==> src/trng_pkg.sv <==
package trng_pkg;
  // clock
  localparam int unsigned CLK_MHZ = 125;
  localparam int unsigned CLK_PERIOD_NS = 8;
  // total-failure test: run of identical raw bits that marks a dead source
  localparam logic [5:0] TF_RUN = 6'h20;
  // online test window and accepted count of ones
  localparam logic [7:0] WIN_LAST = 8'hff;
  localparam logic [8:0] ONES_LO = 9'h060;
  localparam logic [8:0] ONES_HI = 9'h0a0;
  // output word lengths
  localparam logic [4:0] WLEN_8 = 5'h08;
  localparam logic [4:0] WLEN_16 = 5'h10;
  // alarm self-test: longest wait for the alarm lines to answer
  localparam int unsigned ALARM_WAIT_NS = 100;
  localparam logic [3:0] ALARM_WAIT_CYC = 4'(ALARM_WAIT_NS / CLK_PERIOD_NS);
  localparam int unsigned ALARM_LINES = 4;
  // synchroniser depth: line levels seen earlier predate the injection
  localparam logic [3:0] ALARM_SETTLE = 4'h2;
  // autonomous self-test period
  localparam int unsigned AUTO_TEST_US = 1000;
  localparam int unsigned AUTO_TEST_CYC_DEF = AUTO_TEST_US * CLK_MHZ;
  localparam int unsigned AUTO_W = 17;

  typedef enum logic [3:0] {
    ST_IDLE = 4'h1,
    ST_START = 4'h2,
    ST_RUN = 4'h4,
    ST_FAIL = 4'h8
  } gen_state_e;
endpackage

==> src/health_tests.sv <==
`timescale 1ns/1ns
module health_tests (
  input wire logic core_clk,
  input wire logic rstn,
  input wire logic clr,
  input wire logic bit_in,
  input wire logic bit_stb,
  output logic tot_fail,
  output logic onl_fail,
  output logic onl_pass
);
  logic last_r, last_nxt;
  logic [5:0] run_r, run_nxt;
  logic [7:0] win_r, win_nxt;
  logic [8:0] ones_r, ones_nxt, ones_sum;
  logic tot_r, tot_nxt, onf_r, onf_nxt, onp_r, onp_nxt;

  always_comb begin
    last_nxt = last_r;
    run_nxt = run_r;
    win_nxt = win_r;
    ones_nxt = ones_r;
    tot_nxt = 1'b0;
    onf_nxt = 1'b0;
    onp_nxt = 1'b0;
    ones_sum = ones_r + {8'h00, bit_in};
    if (clr) begin
      last_nxt = 1'b0;
      run_nxt = '0;
      win_nxt = '0;
      ones_nxt = '0;
    end else if (bit_stb) begin
      last_nxt = bit_in;
      if (run_r != '0 && bit_in == last_r) begin
        if (run_r == trng_pkg::TF_RUN - 6'h01) begin
          tot_nxt = 1'b1;
        end
        if (run_r != trng_pkg::TF_RUN) begin
          run_nxt = run_r + 6'h01;
        end
      end else begin
        run_nxt = 6'h01;
      end
      win_nxt = win_r + 8'h01;
      ones_nxt = ones_sum;
      if (win_r == trng_pkg::WIN_LAST) begin
        ones_nxt = '0;
        if (ones_sum < trng_pkg::ONES_LO || ones_sum > trng_pkg::ONES_HI) begin
          onf_nxt = 1'b1;
        end else begin
          onp_nxt = 1'b1;
        end
      end
    end
  end

  always_ff @(posedge core_clk or negedge rstn) begin
    if (!rstn) begin
      last_r <= 1'b0;
      run_r <= '0;
      win_r <= '0;
      ones_r <= '0;
      tot_r <= 1'b0;
      onf_r <= 1'b0;
      onp_r <= 1'b0;
    end else begin
      last_r <= last_nxt;
      run_r <= run_nxt;
      win_r <= win_nxt;
      ones_r <= ones_nxt;
      tot_r <= tot_nxt;
      onf_r <= onf_nxt;
      onp_r <= onp_nxt;
    end
  end

  assign tot_fail = tot_r;
  assign onl_fail = onf_r;
  assign onl_pass = onp_r;
endmodule

==> src/trng_health_gate.sv <==
`timescale 1ns/1ns
module trng_health_gate #(
  parameter int unsigned AUTO_TEST_CYC = trng_pkg::AUTO_TEST_CYC_DEF
) (
  input wire logic core_clk,
  input wire logic rstn,
  input wire logic raw_bit,
  input wire logic raw_tgl,
  input wire logic gen_start,
  input wire logic width16,
  input wire logic rd_ack,
  input wire logic selftest_req,
  input wire logic [trng_pkg::ALARM_LINES-1:0] alarm_lines,
  output logic [15:0] rnd_data,
  output logic rnd_valid,
  output logic fail_flag,
  output logic startup_done,
  output logic alarm_inject,
  output logic selftest_busy,
  output logic selftest_done,
  output logic selftest_pass
);
  // pin synchronisers; the source toggles raw_tgl once per new bit
  logic bit_s1_r, bit_s2_r, tgl_s1_r, tgl_s2_r, tgl_s3_r;
  logic [trng_pkg::ALARM_LINES-1:0] al_s1_r, al_s2_r;
  logic stb;

  always_ff @(posedge core_clk or negedge rstn) begin
    if (!rstn) begin
      bit_s1_r <= 1'b0;
      bit_s2_r <= 1'b0;
      tgl_s1_r <= 1'b0;
      tgl_s2_r <= 1'b0;
      tgl_s3_r <= 1'b0;
      al_s1_r <= '0;
      al_s2_r <= '0;
    end else begin
      bit_s1_r <= raw_bit;
      bit_s2_r <= bit_s1_r;
      tgl_s1_r <= raw_tgl;
      tgl_s2_r <= tgl_s1_r;
      tgl_s3_r <= tgl_s2_r;
      al_s1_r <= alarm_lines;
      al_s2_r <= al_s1_r;
    end
  end

  assign stb = tgl_s2_r ^ tgl_s3_r;

  logic tot_fail, onl_fail, onl_pass;

  health_tests u_tests (
    .core_clk(core_clk),
    .rstn(rstn),
    .clr(gen_start),
    .bit_in(bit_s2_r),
    .bit_stb(stb),
    .tot_fail(tot_fail),
    .onl_fail(onl_fail),
    .onl_pass(onl_pass)
  );

  function automatic logic [15:0] mask_word(input logic [15:0] w, input logic wide);
    mask_word = wide ? w : {8'h00, w[7:0]};
  endfunction

  trng_pkg::gen_state_e st_r, st_nxt;
  logic [15:0] shreg_r, shreg_nxt, prev_r, prev_nxt, pend_r, pend_nxt, data_r, data_nxt;
  logic [4:0] bcnt_r, bcnt_nxt;
  logic [5:0] pcnt_r, pcnt_nxt;
  logic have_prev_r, have_prev_nxt, pend_v_r, pend_v_nxt, valid_r, valid_nxt;
  logic fail_r, fail_nxt, sdone_r, sdone_nxt, rep_fail;
  logic [15:0] word_new;
  logic [4:0] blen;

  always_comb begin
    st_nxt = st_r;
    shreg_nxt = shreg_r;
    prev_nxt = prev_r;
    pend_nxt = pend_r;
    data_nxt = data_r;
    bcnt_nxt = bcnt_r;
    pcnt_nxt = pcnt_r;
    have_prev_nxt = have_prev_r;
    pend_v_nxt = pend_v_r;
    valid_nxt = valid_r;
    fail_nxt = fail_r;
    sdone_nxt = sdone_r;
    rep_fail = 1'b0;
    word_new = mask_word({shreg_r[14:0], bit_s2_r}, width16);
    blen = width16 ? trng_pkg::WLEN_16 : trng_pkg::WLEN_8;
    if (rd_ack && valid_r) begin
      valid_nxt = 1'b0;
    end
    unique case (st_r)
      trng_pkg::ST_IDLE, trng_pkg::ST_FAIL: begin
      end
      trng_pkg::ST_START: begin
        // go on from start-up to ST_RUN only on a passing window
        if (onl_pass) begin
          st_nxt = trng_pkg::ST_RUN;
          sdone_nxt = 1'b1;
        end
      end
      trng_pkg::ST_RUN: begin
        if (stb && pend_v_r && pcnt_r != trng_pkg::TF_RUN) begin
          pcnt_nxt = pcnt_r + 6'h01;
        end
        if (stb && !pend_v_r) begin
          shreg_nxt = {shreg_r[14:0], bit_s2_r};
          bcnt_nxt = bcnt_r + 5'h01;
          if (bcnt_r + 5'h01 >= blen) begin
            bcnt_nxt = '0;
            rep_fail = have_prev_r && (word_new == prev_r);
            prev_nxt = word_new;
            have_prev_nxt = 1'b1;
            pend_nxt = word_new;
            pend_v_nxt = 1'b1;
            pcnt_nxt = '0;
          end
        end
        // release only after a stuck run could have shown
        if (pend_v_r && pcnt_r == trng_pkg::TF_RUN && !valid_r) begin
          data_nxt = pend_r;
          valid_nxt = 1'b1;
          pend_v_nxt = 1'b0;
        end
      end
      default: begin
        st_nxt = trng_pkg::ST_FAIL;
      end
    endcase
    if ((tot_fail || onl_fail || rep_fail) && st_r != trng_pkg::ST_IDLE) begin
      st_nxt = trng_pkg::ST_FAIL;
      fail_nxt = 1'b1;
      valid_nxt = 1'b0;
      pend_v_nxt = 1'b0;
      bcnt_nxt = '0;
    end
    // restart clears and begins start-up tests
    if (gen_start) begin
      st_nxt = trng_pkg::ST_START;
      fail_nxt = 1'b0;
      sdone_nxt = 1'b0;
      valid_nxt = 1'b0;
      pend_v_nxt = 1'b0;
      have_prev_nxt = 1'b0;
      bcnt_nxt = '0;
      pcnt_nxt = '0;
    end
  end

  always_ff @(posedge core_clk or negedge rstn) begin
    if (!rstn) begin
      st_r <= trng_pkg::ST_IDLE;
      shreg_r <= 16'h0000;
      prev_r <= 16'h0000;
      pend_r <= 16'h0000;
      data_r <= 16'h0000;
      bcnt_r <= '0;
      pcnt_r <= '0;
      have_prev_r <= 1'b0;
      pend_v_r <= 1'b0;
      valid_r <= 1'b0;
      fail_r <= 1'b0;
      sdone_r <= 1'b0;
    end else begin
      st_r <= st_nxt;
      shreg_r <= shreg_nxt;
      prev_r <= prev_nxt;
      pend_r <= pend_nxt;
      data_r <= data_nxt;
      bcnt_r <= bcnt_nxt;
      pcnt_r <= pcnt_nxt;
      have_prev_r <= have_prev_nxt;
      pend_v_r <= pend_v_nxt;
      valid_r <= valid_nxt;
      fail_r <= fail_nxt;
      sdone_r <= sdone_nxt;
    end
  end

  // alarm self-test
  localparam int unsigned AUTO_W_T = trng_pkg::AUTO_W;
  logic [AUTO_W_T-1:0] auto_r, auto_nxt;
  logic [3:0] wcnt_r, wcnt_nxt;
  logic busy_r, busy_nxt, done_r, done_nxt, pass_r, pass_nxt, inj_r, inj_nxt;
  logic al_ok;

  always_comb begin
    // stale levels from a previous test must not count as an answer
    al_ok = &al_s2_r && wcnt_r >= trng_pkg::ALARM_SETTLE;
    auto_nxt = auto_r - AUTO_W_T'(1);
    wcnt_nxt = wcnt_r;
    busy_nxt = busy_r;
    done_nxt = 1'b0;
    pass_nxt = pass_r;
    inj_nxt = inj_r;
    if (auto_r == '0) begin
      auto_nxt = AUTO_W_T'(AUTO_TEST_CYC - 1);
    end
    if (!busy_r && (selftest_req || auto_r == '0)) begin
      busy_nxt = 1'b1;
      inj_nxt = 1'b1;
      wcnt_nxt = '0;
    end else if (busy_r) begin
      // every line must answer the injected alarm
      wcnt_nxt = wcnt_r + 4'h1;
      if (al_ok || wcnt_r == trng_pkg::ALARM_WAIT_CYC) begin
        busy_nxt = 1'b0;
        inj_nxt = 1'b0;
        done_nxt = 1'b1;
        pass_nxt = al_ok;
      end
    end
  end

  always_ff @(posedge core_clk or negedge rstn) begin
    if (!rstn) begin
      auto_r <= AUTO_W_T'(AUTO_TEST_CYC - 1);
      wcnt_r <= '0;
      busy_r <= 1'b0;
      done_r <= 1'b0;
      pass_r <= 1'b0;
      inj_r <= 1'b0;
    end else begin
      auto_r <= auto_nxt;
      wcnt_r <= wcnt_nxt;
      busy_r <= busy_nxt;
      done_r <= done_nxt;
      pass_r <= pass_nxt;
      inj_r <= inj_nxt;
    end
  end

  assign rnd_data = data_r;
  assign rnd_valid = valid_r;
  assign fail_flag = fail_r;
  assign startup_done = sdone_r;
  assign alarm_inject = inj_r;
  assign selftest_busy = busy_r;
  assign selftest_done = done_r;
  assign selftest_pass = pass_r;
endmodule

==> config.mk <==
export PLATFORM = sky130hd
export DESIGN_NAME = trng_health_gate
export DESIGN_NICKNAME = d
export VERILOG_FILES = /design/src/trng_pkg.sv /design/src/health_tests.sv /design/src/trng_health_gate.sv
export SDC_FILE = /design/constraint.sdc
export NUM_CORES = 1
export LEC_CHECK = 0
export ABC_AREA = 0
export BUFFER_PORTS_ARGS = -buffer_cell sky130_fd_sc_hd__clkbuf_2
export CELL_PAD_IN_SITES_DETAIL_PLACEMENT = 0
export CELL_PAD_IN_SITES_GLOBAL_PLACEMENT = 1
export CORE_UTILIZATION = 48
export CTS_CLUSTER_SIZE = 14
export DETAILED_ROUTE_END_ITERATION = 7
export PLACE_DENSITY = 0.9
export SYNTH_ARGS = -nofsm -noshare
export SYNTH_HDL_FRONTEND = slang
export SYNTH_SLANG_ARGS = --single-unit
==> constraint.sdc <==
create_clock -name core_clk -period 2.7 [get_ports core_clk]
set_input_delay 0.675 -clock core_clk [delete_from_list [all_inputs] [get_ports core_clk]]
set_output_delay 0.675 -clock core_clk [all_outputs]
set_load 0.02 [all_outputs]
## Word-level counts from Yosys, hierarchy flattened

Index checks and enable logic that the tools add are counted.

| word-level totals | value |
|---|---|
| bits in registers | 132 |
| logic and storage cells | 179 |

| cells by class | value |
|---|---|
| add/sub/neg operators | 7 |
| order comparisons | 4 |
| equal/unequal tests | 16 |
| multiplexer cells | 72 |
| bitwise logic cells | 2 |
| reduce and logical (&&, ||, !) cells | 47 |

Operators by type and width:

| operator | number |
|---|---|
| two-way mux 6 bit | 9 |
| two-way mux 1 bit | 44 |
| two-way mux 5 bit | 6 |
| two-way mux 9 bit | 3 |
| two-way mux 4 bit | 5 |
| nonzero test 2 bit | 9 |
| logical NOT 17 bit | 1 |
| two-way mux 17 bit | 1 |
| subtractor 17 x 1 -> 17 bit (second input constant) | 1 |
| equality test 16 bit | 1 |
| two-way mux 16 bit | 1 |
| two-way mux 8 bit | 2 |
| AND reduction 2 bit | 7 |
| adder 6 x 1 -> 6 bit (second input constant) | 2 |
| inequality test 6 bit (second input constant) | 2 |
| AND reduction 3 bit | 4 |
| logical AND 1 bit | 11 |
| adder 9 x 1 -> 9 bit | 1 |
| greater-than comparator 9 x 8 -> 1 bit (second input constant) | 1 |
| less-than comparator 9 x 7 -> 1 bit (second input constant) | 1 |
| adder 8 x 1 -> 8 bit (second input constant) | 1 |
| equality test 4 bit (second input constant) | 2 |
| equality test 8 bit (second input constant) | 1 |
| one-hot mux 4 bit (2 select lines) | 1 |
| 23 further kinds | 31 |

## Logic depth before layout (Yosys ltp)

Gate-level depths: netlist (run 1).

| logic depth | value |
|---|---|
| depth after elaboration | 10 |
| mapped depth | 10 |
| depth with buffers taken out | 9 |

## By module

A second synthesis (run 1) with hierarchy kept.

| unflattened totals | value |
|---|---|
| cells, all modules | 608 |
| area total of the unflattened synthesis | 6206.0 um^2 |

Modules (own cells, without submodules):

| module | times used | cells each | area each (um^2) | seq. area each (um^2) |
|---|---|---|---|---|
| trng_health_gate | 1 | 449 | 4707.0 | 2640.0 |
| health_tests | 1 | 159 | 1498.9 | 675.6 |

## Worst setup path after synthesis (run 1)

No wires, ideal clock.

| path | value |
|---|---|
| path kind | input port to flip-flop |
| start point | in width16 |
| end point | reg fail_r, in the netlist fail_flag |
| setup time | 0.067 ns |
| arrival time | 2.157 ns |
| data required time | 2.633 ns |
| setup slack | 0.476 ns |
| cell stages on the path | 6 |
| path buffers | 1 |
| cells stage by stage | buf_6 > inv_2 > or4_1 > a311o_1 > nor4_4 > o221a_1 |

| between the ends | value |
|---|---|
| cells in the longest elaborated chain, start to end | 9 |
| elaborated cells on any way between the ends | 11 |
| classes of those cells | 1 x order compare; 1 x eq/ne; 5 x mux; 4 x reduce/logical |

RTL lines:

| item | RTL line | RTL |
|---|---|---|
| start: declaration | trng_health_gate.sv:10 | `input wire logic width16,` |
| parallel branches: the longest is 3 deep, another holds greater-or-equal comparator 5 bit | -- |  |
| two-way mux 1 bit * | trng_health_gate.sv:112 | `if (bcnt_r + 5'h01 >= blen) begin` |
| two-way mux 1 bit * | trng_health_gate.sv:109 | `if (stb && !pend_v_r) begin` |
| two-way mux 1 bit * | trng_health_gate.sv:95 | `unique case (st_r)` |
| logical OR 1 bit * | trng_health_gate.sv:133 | `if ((tot_fail \|\| onl_fail \|\| rep_fail) && st_r != trng_pkg::ST_IDLE) begin` |
| logical AND 1 bit * | trng_health_gate.sv:133 |  |
| nonzero test 2 bit (no line) * | -- |  |
| end signal: assignment | trng_health_gate.sv:178 | `fail_r <= fail_nxt;` |
| end: declaration | trng_health_gate.sv:72 | `logic fail_r, fail_nxt, sdone_r, sdone_nxt, rep_fail;` |

Mark *: on every way between the ends.
A chain may end at the register's enable or synchronous reset.

## Final worst setup path (run 1)

| path | value |
|---|---|
| start point | reg bcnt_r[0] |
| end point | reg fail_r, in the netlist fail_flag |

| between the ends | value |
|---|---|
| cells in the longest elaborated chain, start to end | 8 |

RTL lines:

| item | RTL line | RTL |
|---|---|---|
| start: declaration | trng_health_gate.sv:69 | `logic [4:0] bcnt_r, bcnt_nxt;` |
| start signal: assignment | trng_health_gate.sv:173 | `bcnt_r <= bcnt_nxt;` |
| adder 5 x 1 -> 5 bit | trng_health_gate.sv:112 |  |
| greater-or-equal comparator 5 bit | trng_health_gate.sv:112 |  |
| two-way mux 1 bit | trng_health_gate.sv:112 |  |
| two-way mux 1 bit | trng_health_gate.sv:109 |  |
| two-way mux 1 bit | trng_health_gate.sv:95 |  |
| logical OR 1 bit | trng_health_gate.sv:133 |  |
| logical AND 1 bit | trng_health_gate.sv:133 |  |
| nonzero test 2 bit (no line) | -- |  |

Every way passes these cells.

==> results of run 1 <==
[layout make-up]
class	count	share of cell area [%]
Clock buffer	20	6.27
Inverter	18	0.928
Multi-Input combinational cell	437	37.0
Sequential cell	132	45.5
Clock inverter	12	2.78
Timing Repair Buffer	52	4.57
Tap cell	172	2.95
[cells by family after synthesis]
| family | share of synthesized area [%] |
|---|---|
| DFF | 53.7 |
| and+or+nand+nor | 21.5 |
| buffers and inverters | 2.66 |
| muxes | 3.26 |
| xor gates and xnor gates | 6.53 |
| AOI/OAI and AO/OA | 9.28 |
| adders and majority gates | 3.04 |
[state kept, by name (all words and copies together), names as in the netlist, 4 cells and up]
name            cells
shreg_r            15
u_tests.run_r       6
u_tests.ones_r      9
u_tests.win_r       8
al_s2_r             4
al_s1_r             4
pcnt_r              6
st_r                4
auto_r             17
rnd_data           16
wcnt_r              4
bcnt_r              5
pend_r             16
[worst max-delay path: stages, from the launching register on]
cell,delay [ns]
dfrtp_1,0.41
ha_1,0.24
nand3_1,0.11
xnor2_1,0.15
ha_1,0.29
nand3_1,0.09
o211ai_1,0.27
o211ai_1,0.19
nor4_4,0.32
o221a_1,0.26
[cell usage in the layout (no fill, tap or decap), drive strengths merged, types with 3 or more instances in the layout]
cell type,n
o21a,3
nor4,8
nor3,22
xnor2,24
xor2,22
nand2,122
ha,15
clkbuf,53
buf,19
and3,8
a31oi,5
or3,5
a211oi,3
a21oi,12
nand3b,3
dfstp,10
or4,5
o22ai,3
nand3,18
inv,19
o211ai,4
o2111ai,4
dfrtp,122
a22o,4
nor2b,5
mux2,17
clkinvlp,4
nor2,48
o21ai,30
nand4,6
bufinv,5
nor4b,5
nand4b,3
[metal layers]
| metal | GRT usage (%) | routed length, µm |
|---|---|---|
| met1 | 24.5 | 5370 |
| met2 | 34.1 | 6190 |
| met3 | 5.01 | 497 |
| met4 | 9.18 | 233 |
| met5 | 0 | 0 |
[what timing repair did]
item                       4_1_cts  5_1_grt
setup endpoints to repair        0        5
setup buffers                    0        1
hold buffers                     0        0
[report_power, final]
group	internal, mW	switching [mW]
logic	0.158	0.216
registers	2.06	0.0797
clock network	1.69	0.853
total	3.91	1.15
[worst max path at each step]
stage,startpoint,endpoint,depth (start not counted)
finish,bcnt_r[0],fail_flag,9
global route,bcnt_r[0],fail_flag,9
CTS,bcnt_r[0],fail_flag,9
detailed placement,width16,fail_flag,8
global placement,width16,fail_flag,8
floorplan,width16,fail_flag,6
[stage by stage]
step | area (µm²) | utilization [%]
2_1_floorplan | 6170 | -
3_3_place_gp | 6620 | 52.6
3_5_place_dp | 6620 | 52.6
4_1_cts | 7280 | 57.9
5_1_grt | 7280 | 57.9
6_report | 7280 | 57.9
==> out/qor.csv, run 1 <==
metric,value,unit
status,"finished, final reports clean",
period_share,88.9,%
io_buffers,34,
fillers,1031,
drtIter0Drc,241,
startpoint_type,flop,
grt_max_degree,46,
drt_wl_total,12.3,mm
total_power,5.06,mW
cts-buffers-inserted,17,
end_kind,flop,
cts_tree,built,
power.density,694,mW/mm²
r2r.worst_path.cells,9,
multi_input_area,0.00269,mm²
wl_per_cell,14.6,µm
worst_pin_slew,0.582,ns
ys.flop_type,dfrtp_1,
fin_cells,843,
routabilityCongestion,0.869,
postRouteAntennaNets,0,
htree_levels,4,
fmax,417,MHz
reg2reg_to,fail_flag,
ctsRootBufferMaster,clkbuf_16,
clock_skew,0.00727,ns
grt_pass1_vias,4397,
ys_ff_latch,132,
grt_pass1_wl,20.7,mm
drtPass1Iterations,4,
via_per_inst,5.37,
relSlewSlack,60.7,%
n_antenna_cell,0,
cp.arrival,2.75,ns
grt_use_total,20.2,%
hp-class,in -> async,
die_x,115,µm
ys_seq_area_share,53.7,%
die_area,0.0133,mm²
timing.final.ws_setup,0.300,ns
syn_nets,635,
clock-sinks,132,
grt.overflow.total,0,
leakagePower,3.39,nW
synth_top_area_cell,dfrtp_1,
core_area,0.0126,mm²
nets,685,
drive_above_1_share,18.0,%
rsz0062_at_grt,no,
yosys_warnings,0,
netlist_top_cells_count,"122 x dfrtp_1, 122 x nand2_1, 47 x nor2_1",
max-cap-violations,0,
syn_inst,608,
seqCellArea,0.00332,mm²
antenna_found_initial,0,
drc,0,
rrSetupSlack,0.30,ns
finalHoldViolations,0,
start_util,49.1,%
cp_max_fo,5,
ios,35,
insertion_delay,0.42,ns
dp_hpwl,8.53,mm
area_delta_synth_final,18.0,%
rows,41,
synthTopCellsByArea,"dfrtp_1 49%, nand2_1 7.4%, dfstp_2 4.3%, xnor2_1 3.4%, xor2_1 3.1%",
via_count,4523,
netlist_area,0.00617,mm²
dpl.cell_count,810,
syn-mean-instance-area,10.2,µm²
holdWs,0.210,ns
synth_top_area_share,49.5,%
ctsResizeCount,0,
finalSetupViolations,0,
clk_pin_slew,0.06,ns
post-place-ws,0.169,ns
clock_path_buffers,2,
tns,0,ns
synthArstFlopShare,100,%
synth_cell_types,63,
critical_path_required,3.05,ns
synth_edf_count,0,
drv_slew,0,
r2r-start,bcnt_r[0],
crit_type,reg -> reg,
period_needed,2.40,ns
fp.dieH,115,µm
peakVddDrop,0.422,mV
Power figures use the tool's default switching activity.
==> inputs of run 2 (changes only) <==
--- a/config.mk
+++ b/config.mk
@@ -5,11 +5,13 @@
 export SDC_FILE = /design/constraint.sdc
 export NUM_CORES = 1
 export LEC_CHECK = 0
-export ABC_AREA = 0
+export ABC_AREA = 1
 export BUFFER_PORTS_ARGS = -buffer_cell sky130_fd_sc_hd__clkbuf_2
 export CELL_PAD_IN_SITES_DETAIL_PLACEMENT = 0
 export CELL_PAD_IN_SITES_GLOBAL_PLACEMENT = 1
-export CORE_UTILIZATION = 48
+export CORE_ASPECT_RATIO = 1.25
+export CORE_UTILIZATION = 46
+export CTS_BUF_LIST = sky130_fd_sc_hd__clkbuf_16
 export CTS_CLUSTER_SIZE = 14
 export DETAILED_ROUTE_END_ITERATION = 7
 export PLACE_DENSITY = 0.9
==> run 2 against run 1 <==
Effect of this change:
- global-route usage is 1.4 points lower
- highest routed layer unchanged
- final area fell by 2.1%
- non-clock buffer count fell by 11
- wire length shrank 3.6%
==> out/qor.csv, run 2 <==
metric,value,unit,change
fp.dieH,131,µm,+14%
crit_end,bcnt_r[1],,
synthMuxAreaShare,0.184,%,-3.1 points
worst_pin_slew,0.542,ns,-0.0403 ns
seqCellArea,0.00332,mm²,unchanged
clock_path_buffers,2,,unchanged
leakagePower,3.44,nW,+1.5%
grt_use_met2,32.5,%,-1.5 points
netlist_top_cells_count,"164 x nand2_1, 122 x dfrtp_1, 82 x inv_1",,
drtPass1Iterations,4,,unchanged
peakVddDrop,0.360,mV,-15%
postRouteAntennaNets,0,,unchanged
ctsResizeCount,0,,unchanged
sw_frac_of_total,24.1,%,+1.4 points
nets,780,,+14%
grt.overflow.total,0,,unchanged
ys.flop_type,dfrtp_1,,
drv_slew,0,,unchanged
clock_skew,0.00845,ns,+0.00119 ns
synth-compound-area-share,9.89,%,+0.61 points
grt_max_degree,55,,+20%
ys_seq_area_share,54.1,%,+0.43 points
total_power,4.95,mW,-2.1%
yosys_warnings,0,,unchanged
ys_ff_latch,132,,unchanged
routabilityCongestion,0.862,,-0.82%
finalHoldViolations,0,,unchanged
wl_per_cell,12.7,µm,-13%
pwr-share-comb,8.5,%,+1.1 points
yosysMostFrequentCell,nand2_1,,
power_switching,1.19,mW,+3.9%
cp-startpoint,bcnt_r[0],,
p_int,3.75,mW,-3.9%
critical_path_required,3.04,ns,about the same
core_area,0.0128,mm²,+2.1%
n_antenna_cell,0,,unchanged
synthSimpleGateAreaFrac,22.8,%,+1.3 points
rows,46,,+12%
synth_edf_count,0,,unchanged
drt_wl_total,11.8,mm,-3.6%
tns,0,ns,unchanged
power.density,694,mW/mm²,about the same
largest-register,auto_r,,
synthAdderAreaFrac,3.06,%,+0.024 points
ctsRootBufferMaster,clkbuf_16,,
period_needed,2.42,ns,+0.0227 ns
grt_use_total,18.9,%,-1.4 points
clock-sinks,132,,unchanged
drtIter0Drc,204,,-15%
layout_common_cells,"164 x nand2_1, 122 x dfrtp_1, 84 x inv_1",,
synthTopCellsByArea,"dfrtp_1 50%, nand2_1 10%, inv_1 5.0%, dfstp_2 4.3%, o21ai_0 3.9%",,
synthArstFlopShare,100,%,unchanged
finalSetupViolations,0,,unchanged
period_share,89.7,%,+0.84 points
via_count,4677,,+3.4%
syn_inst,706,,+16%
status,"finished, final reports clean",,
htree_levels,4,,unchanged
rrSetupSlack,0.28,ns,-0.02 ns
insertion_delay,0.41,ns,about the same
grt_pass1_wl,20.5,mm,-0.83%
largest_register_ffs,17,,unchanged
grtUsageMet3,4.02,%,-0.99 points
drc,0,,unchanged
start_util,47.7,%,-1.4 points
antenna_found_initial,0,,unchanged
fin_cells,934,,+11%
via_per_inst,5.01,,-6.7%
synth_top_area_cell,dfrtp_1,,
stdcell_area,0.00713,mm²,-2.1%
clk_pin_slew,0.06,ns,about the same
reg2reg_to,bcnt_r[1],,
ios,35,,unchanged
die_x,105,µm,-8.8%
max-cap-violations,0,,unchanged
seqPwrFrac,43.7,%,+1.4 points
crit_type,reg -> reg,,
placed_area,0.00651,mm²,-1.7%
r2r-start,bcnt_r[0],,
multi_input_area,0.00239,mm²,-11%
cts_tree,built,,
holdWs,0.249,ns,+0.0385 ns
syn-mean-instance-area,8.67,µm²,-15%
fmax,413,MHz,-0.94%
cts-buffers-inserted,17,,unchanged
cp.arrival,2.76,ns,about the same
final_common_cell,nand2_1,,
io_buffers,34,,unchanged
ctsHoldBuffers,0,,unchanged
relSlewSlack,63.9,%,+3.2 points
postCtsSetupRepairBufs,0,,unchanged
die_area,0.0138,mm²,+3.5%
grt_pass1_vias,4508,,+2.5%
pwr-share-clk,47.8,%,-2.5 points
synth_xor_area_share,3.00,%,-3.5 points
area_delta_synth_final,16.4,%,
synth_top_family_by_area,simple AND/OR/NAND/NOR gates,,
grtUsageMet1,23.4,%,-1.1 points
synth_cell_types,42,,-33%
cp_max_fo,10,,+5
grt_busiest_layer,met2,,
fillers,1128,,+9.4%
netlist_area,0.00612,mm²,-0.79%
dpl.cell_count,902,,+11%
synth_top_area_share,49.9,%,+0.39 points
syn_nets,733,,+15%
end_kind,flop,,
rsz0062_at_grt,no,,
startpoint_type,flop,,
r2r.worst_path.cells,13,,+4
hp-class,in -> async,,
dp_hpwl,8.31,mm,-2.6%
drive_above_1_share,14.6,%,-3.4 points
run 2: worst min path at each step:
stage                    start          end  slack [ns]  cells past startpoint
CTS                       rstn  rnd_data[9]        0.26                      1
global route              rstn  rnd_data[6]        0.29                      1
finish                    rstn  rnd_data[9]        0.25                      1
global placement    al_s1_r[3]   al_s2_r[3]        0.33                      0
floorplan           al_s1_r[0]   al_s2_r[0]        0.33                      0
detailed placement  al_s1_r[2]   al_s2_r[2]        0.33                      0
run 2: worst max-delay path, cell delays in order (launching register included):
cell and delay, ns:
dfrtp_1 0.41, ha_1 0.23, nand3_1 0.14, xnor2_2 0.20, ha_1 0.28, a21oi_1 0.24
a21oi_2 0.12, nand3_1 0.11, nand2_1 0.09, nand2_4 0.14, nand2_2 0.09, nor2_2 0.17
nand2_1 0.08, nand2_1 0.07
run 2: power groups by stage:
stage	registers (mW)	logic [mW]	clock network, mW
after global placement	2.18	0.404	0
final	2.16	0.419	2.37
after detailed placement	2.19	0.424	0
after floorplan	2.20	0.255	0
after global routing	2.17	0.486	2.51
after CTS	2.16	0.428	2.42
run 2: layout make-up:
type,count,area share [%]
clock buffers,17,5.97
clock inverters,15,2.65
inverters,95,5.00
multi-input cells,466,33.6
flip-flops and latches,132,46.5
well taps,168,2.95
repair buffers,41,3.34
run 2: kinds of logic (layout without fill, tap and decap cells):
family / Yosys count / after routing
adder cells (fa/ha/maj): 15 / 15
buffers and inverters: 108 / 168
AND/OR/NAND/NOR: 318 / 318
AO/OA/AOI/OAI: 111 / 111
XOR/XNOR: 21 / 21
multiplexers: 1 / 1
flip-flops: 132 / 132
run 2: routing by layer:
layer  wire (µm)  vias up
met5           0        -
met4         136        0
met3         269       12
met2        5900       56
met1        5550     2232
li1            -     2377
run 2: through the flow:
stage               setup WS (ns)  utilization, %
detailed placement          0.246            50.7
finish                      0.278            55.5
floorplan                   0.460               -
global route               0.0668            55.5
global placement            0.391            50.7
CTS                         0.226            55.5
==> inputs of run 3 (changes only) <==
--- a/config.mk
+++ b/config.mk
@@ -11,7 +11,6 @@
 export CELL_PAD_IN_SITES_GLOBAL_PLACEMENT = 1
 export CORE_ASPECT_RATIO = 1.25
 export CORE_UTILIZATION = 46
-export CTS_BUF_LIST = sky130_fd_sc_hd__clkbuf_16
 export CTS_CLUSTER_SIZE = 14
 export DETAILED_ROUTE_END_ITERATION = 7
 export PLACE_DENSITY = 0.9
==> constraint.sdc (replaced) <==
create_clock -name core_clk -period 2.7 [get_ports core_clk]
set_input_delay 0.135 -clock core_clk [delete_from_list [all_inputs] [get_ports core_clk]]
set_output_delay 0.135 -clock core_clk [all_outputs]
set_load 0.02 [all_outputs]
==> run 3 against run 2 <==
Effect of this change:
- clock power decreased by 2%
- clock skew shrank 0.0016 ns
- hold slack worse by 0.19 ns
- sequential share of layout area is 0.34 points lower
- fmax up 1.8%
- first-iteration DRC count rose by 9.3%
- sequential power barely moved
- final area rose by 0.74%
- worst setup slack improved by 0.042 ns
- register-to-register slack improved by 0.04 ns
- largest power group unchanged
- highest routed layer unchanged
==> out/qor.csv, run 3 (synthesis gave the netlist of run 2 again) <==
metric,value,unit,change
nets,786,,+0.77%
fin_cells,940,,+0.64%
rrSetupSlack,0.32,ns,+0.04 ns
finalHoldViolations,0,,unchanged
core_area,0.0128,mm²,unchanged
fmax,420,MHz,+1.8%
drtIter0Drc,223,,+9.3%
status,"finished, final reports clean",,
start_util,47.7,%,unchanged
area_delta_synth_final,17.3,%,
ctsRootBufferMaster,clkbuf_16,,
clock-sinks,132,,unchanged
die_x,105,µm,unchanged
period_needed,2.38,ns,-0.0424 ns
ios,35,,unchanged
die_area,0.0138,mm²,unchanged
leakagePower,3.45,nW,+0.17%
worst_pin_slew,0.645,ns,+0.103 ns
dp_hpwl,8.27,mm,-0.43%
grt.overflow.total,0,,unchanged
clk_pin_slew,0.05,ns,about the same
post-place-ws,0.338,ns,+0.0926 ns
holdPathStages,4,,
cts-buffers-inserted,17,,unchanged
rsz0062_at_grt,no,,
via_count,4775,,+2.1%
antenna_found_initial,0,,unchanged
drv_slew,0,,unchanged
r2r-start,bcnt_r[0],,
drc,0,,unchanged
postLayoutCoreUtil,55.9,%,+0.41 points
relSlewSlack,57.0,%,-6.9 points
rows,46,,unchanged
drt_wl_total,12.1,mm,+2.0%
finalSetupViolations,0,,unchanged
reg2reg_to,bcnt_r[1],,
grt_use_total,19.7,%,+0.86 points
clock_path_buffers,2,,unchanged
critical_path_required,3.05,ns,about the same
layout_common_cells,"164 x nand2_1, 122 x dfrtp_1, 82 x inv_1",,
timing.final.ws_setup,0.320,ns,+0.0424 ns
routabilityCongestion,0.831,,-3.5%
min_to,wcnt_r[2],,
largest-register,auto_r,,
via_per_inst,5.08,,+1.4%
cp_max_fo,10,,unchanged
grt_pass1_wl,21.3,mm,+4.2%
io_buffers,34,,unchanged
insertion_delay,0.41,ns,about the same
wl_per_cell,12.9,µm,+1.4%
final_common_cell,nand2_1,,
grt_pass1_vias,4789,,+6.2%
end_kind,flop,,
r2r.worst_path.cells,13,,unchanged
hp-class,in -> reg,,
fp.dieH,131,µm,unchanged
postRouteAntennaNets,0,,unchanged
power.density,685,mW/mm²,-1.3%
period_share,88.1,%,-1.6 points
drtPass1Iterations,5,,+1
n_antenna_cell,0,,unchanged
htree_levels,4,,unchanged
grt_max_degree,84,,+53%
crit_type,reg -> reg,,
cts_tree,built,,
largest_register_ffs,17,,unchanged
startpoint_type,flop,,
cp.arrival,2.73,ns,-0.03 ns
drive_above_1_share,14.5,%,-0.11 points
clock_skew,0.00690,ns,-0.00156 ns
min_from,selftest_req,,
dpl.cell_count,900,,-0.22%
peakVddDrop,0.433,mV,+20%
max-cap-violations,0,,unchanged
ctsResizeCount,0,,unchanged
tns,0,ns,unchanged
[run 3: what timing repair did]
| action | in CTS | in global routing |
|---|---|---|
| hold endpoints to repair | 55 | 0 |
| hold buffers | 8 | 0 |
| setup buffers | 0 | 0 |
[run 3: routing by layer]
layer	track usage, %	wire length, µm	vias up
met4	9.61	270	0
met1	23.0	5380	2283
met5	0	0	-
met3	4.81	401	22
li1	-	-	2390
met2	34.2	6040	80
[run 3: area by class of cell]
class,instances,area (µm²)
sequential,132,3320
clock buffer,19,453
fill,1150,5650
tap,168,210
clock inverter,13,156
timing repair buffer,47,303
multi-input combinational,466,2390
inverter,95,357
[run 3: worst max-delay path, cell delays in order, from the launching register on]
cell and delay, ns:
dfrtp_1 0.41, ha_1 0.21, nand3_1 0.10, xnor2_1 0.21, ha_1 0.29, a21oi_1 0.26, a21oi_2 0.09, nand3_1 0.11
nand2_1 0.09, nand2_4 0.13, nand2_2 0.08, nor2_2 0.19, nand2_1 0.08, nand2_1 0.06
[run 3: report_power, final]
group / total [mW] / switching [mW] / internal, mW
combinational: 0.427 / 0.280 / 0.147
sequential: 2.16 / 0.0818 / 2.08
clock: 2.33 / 0.837 / 1.50
total: 4.92 / 1.20 / 3.72
[run 3: worst max-delay path by stage]
stage,startpoint,end,slack [ns]
final,bcnt_r[0],bcnt_r[1],0.32
after global routing,bcnt_r[0],bcnt_r[1],0.07
after CTS,bcnt_r[0],bcnt_r[1],0.30
after detailed placement,bcnt_r[0],bcnt_r[4],0.34
after global placement,bcnt_r[0],bcnt_r[1],0.46
after floorplan,bcnt_r[0],bcnt_r[1],0.61
[run 3: per-stage QoR]
step           hold slack, ns  instance area (µm²)  power (mW)
2_1_floorplan          -0.161                 6120        2.46
4_1_cts                0.0409                 7180        4.99
6_report               0.0569                 7180        4.92
5_1_grt                0.0606                 7180        5.14
3_5_place_dp            0.209                 6490        2.62
3_3_place_gp            0.202                 6490        2.59
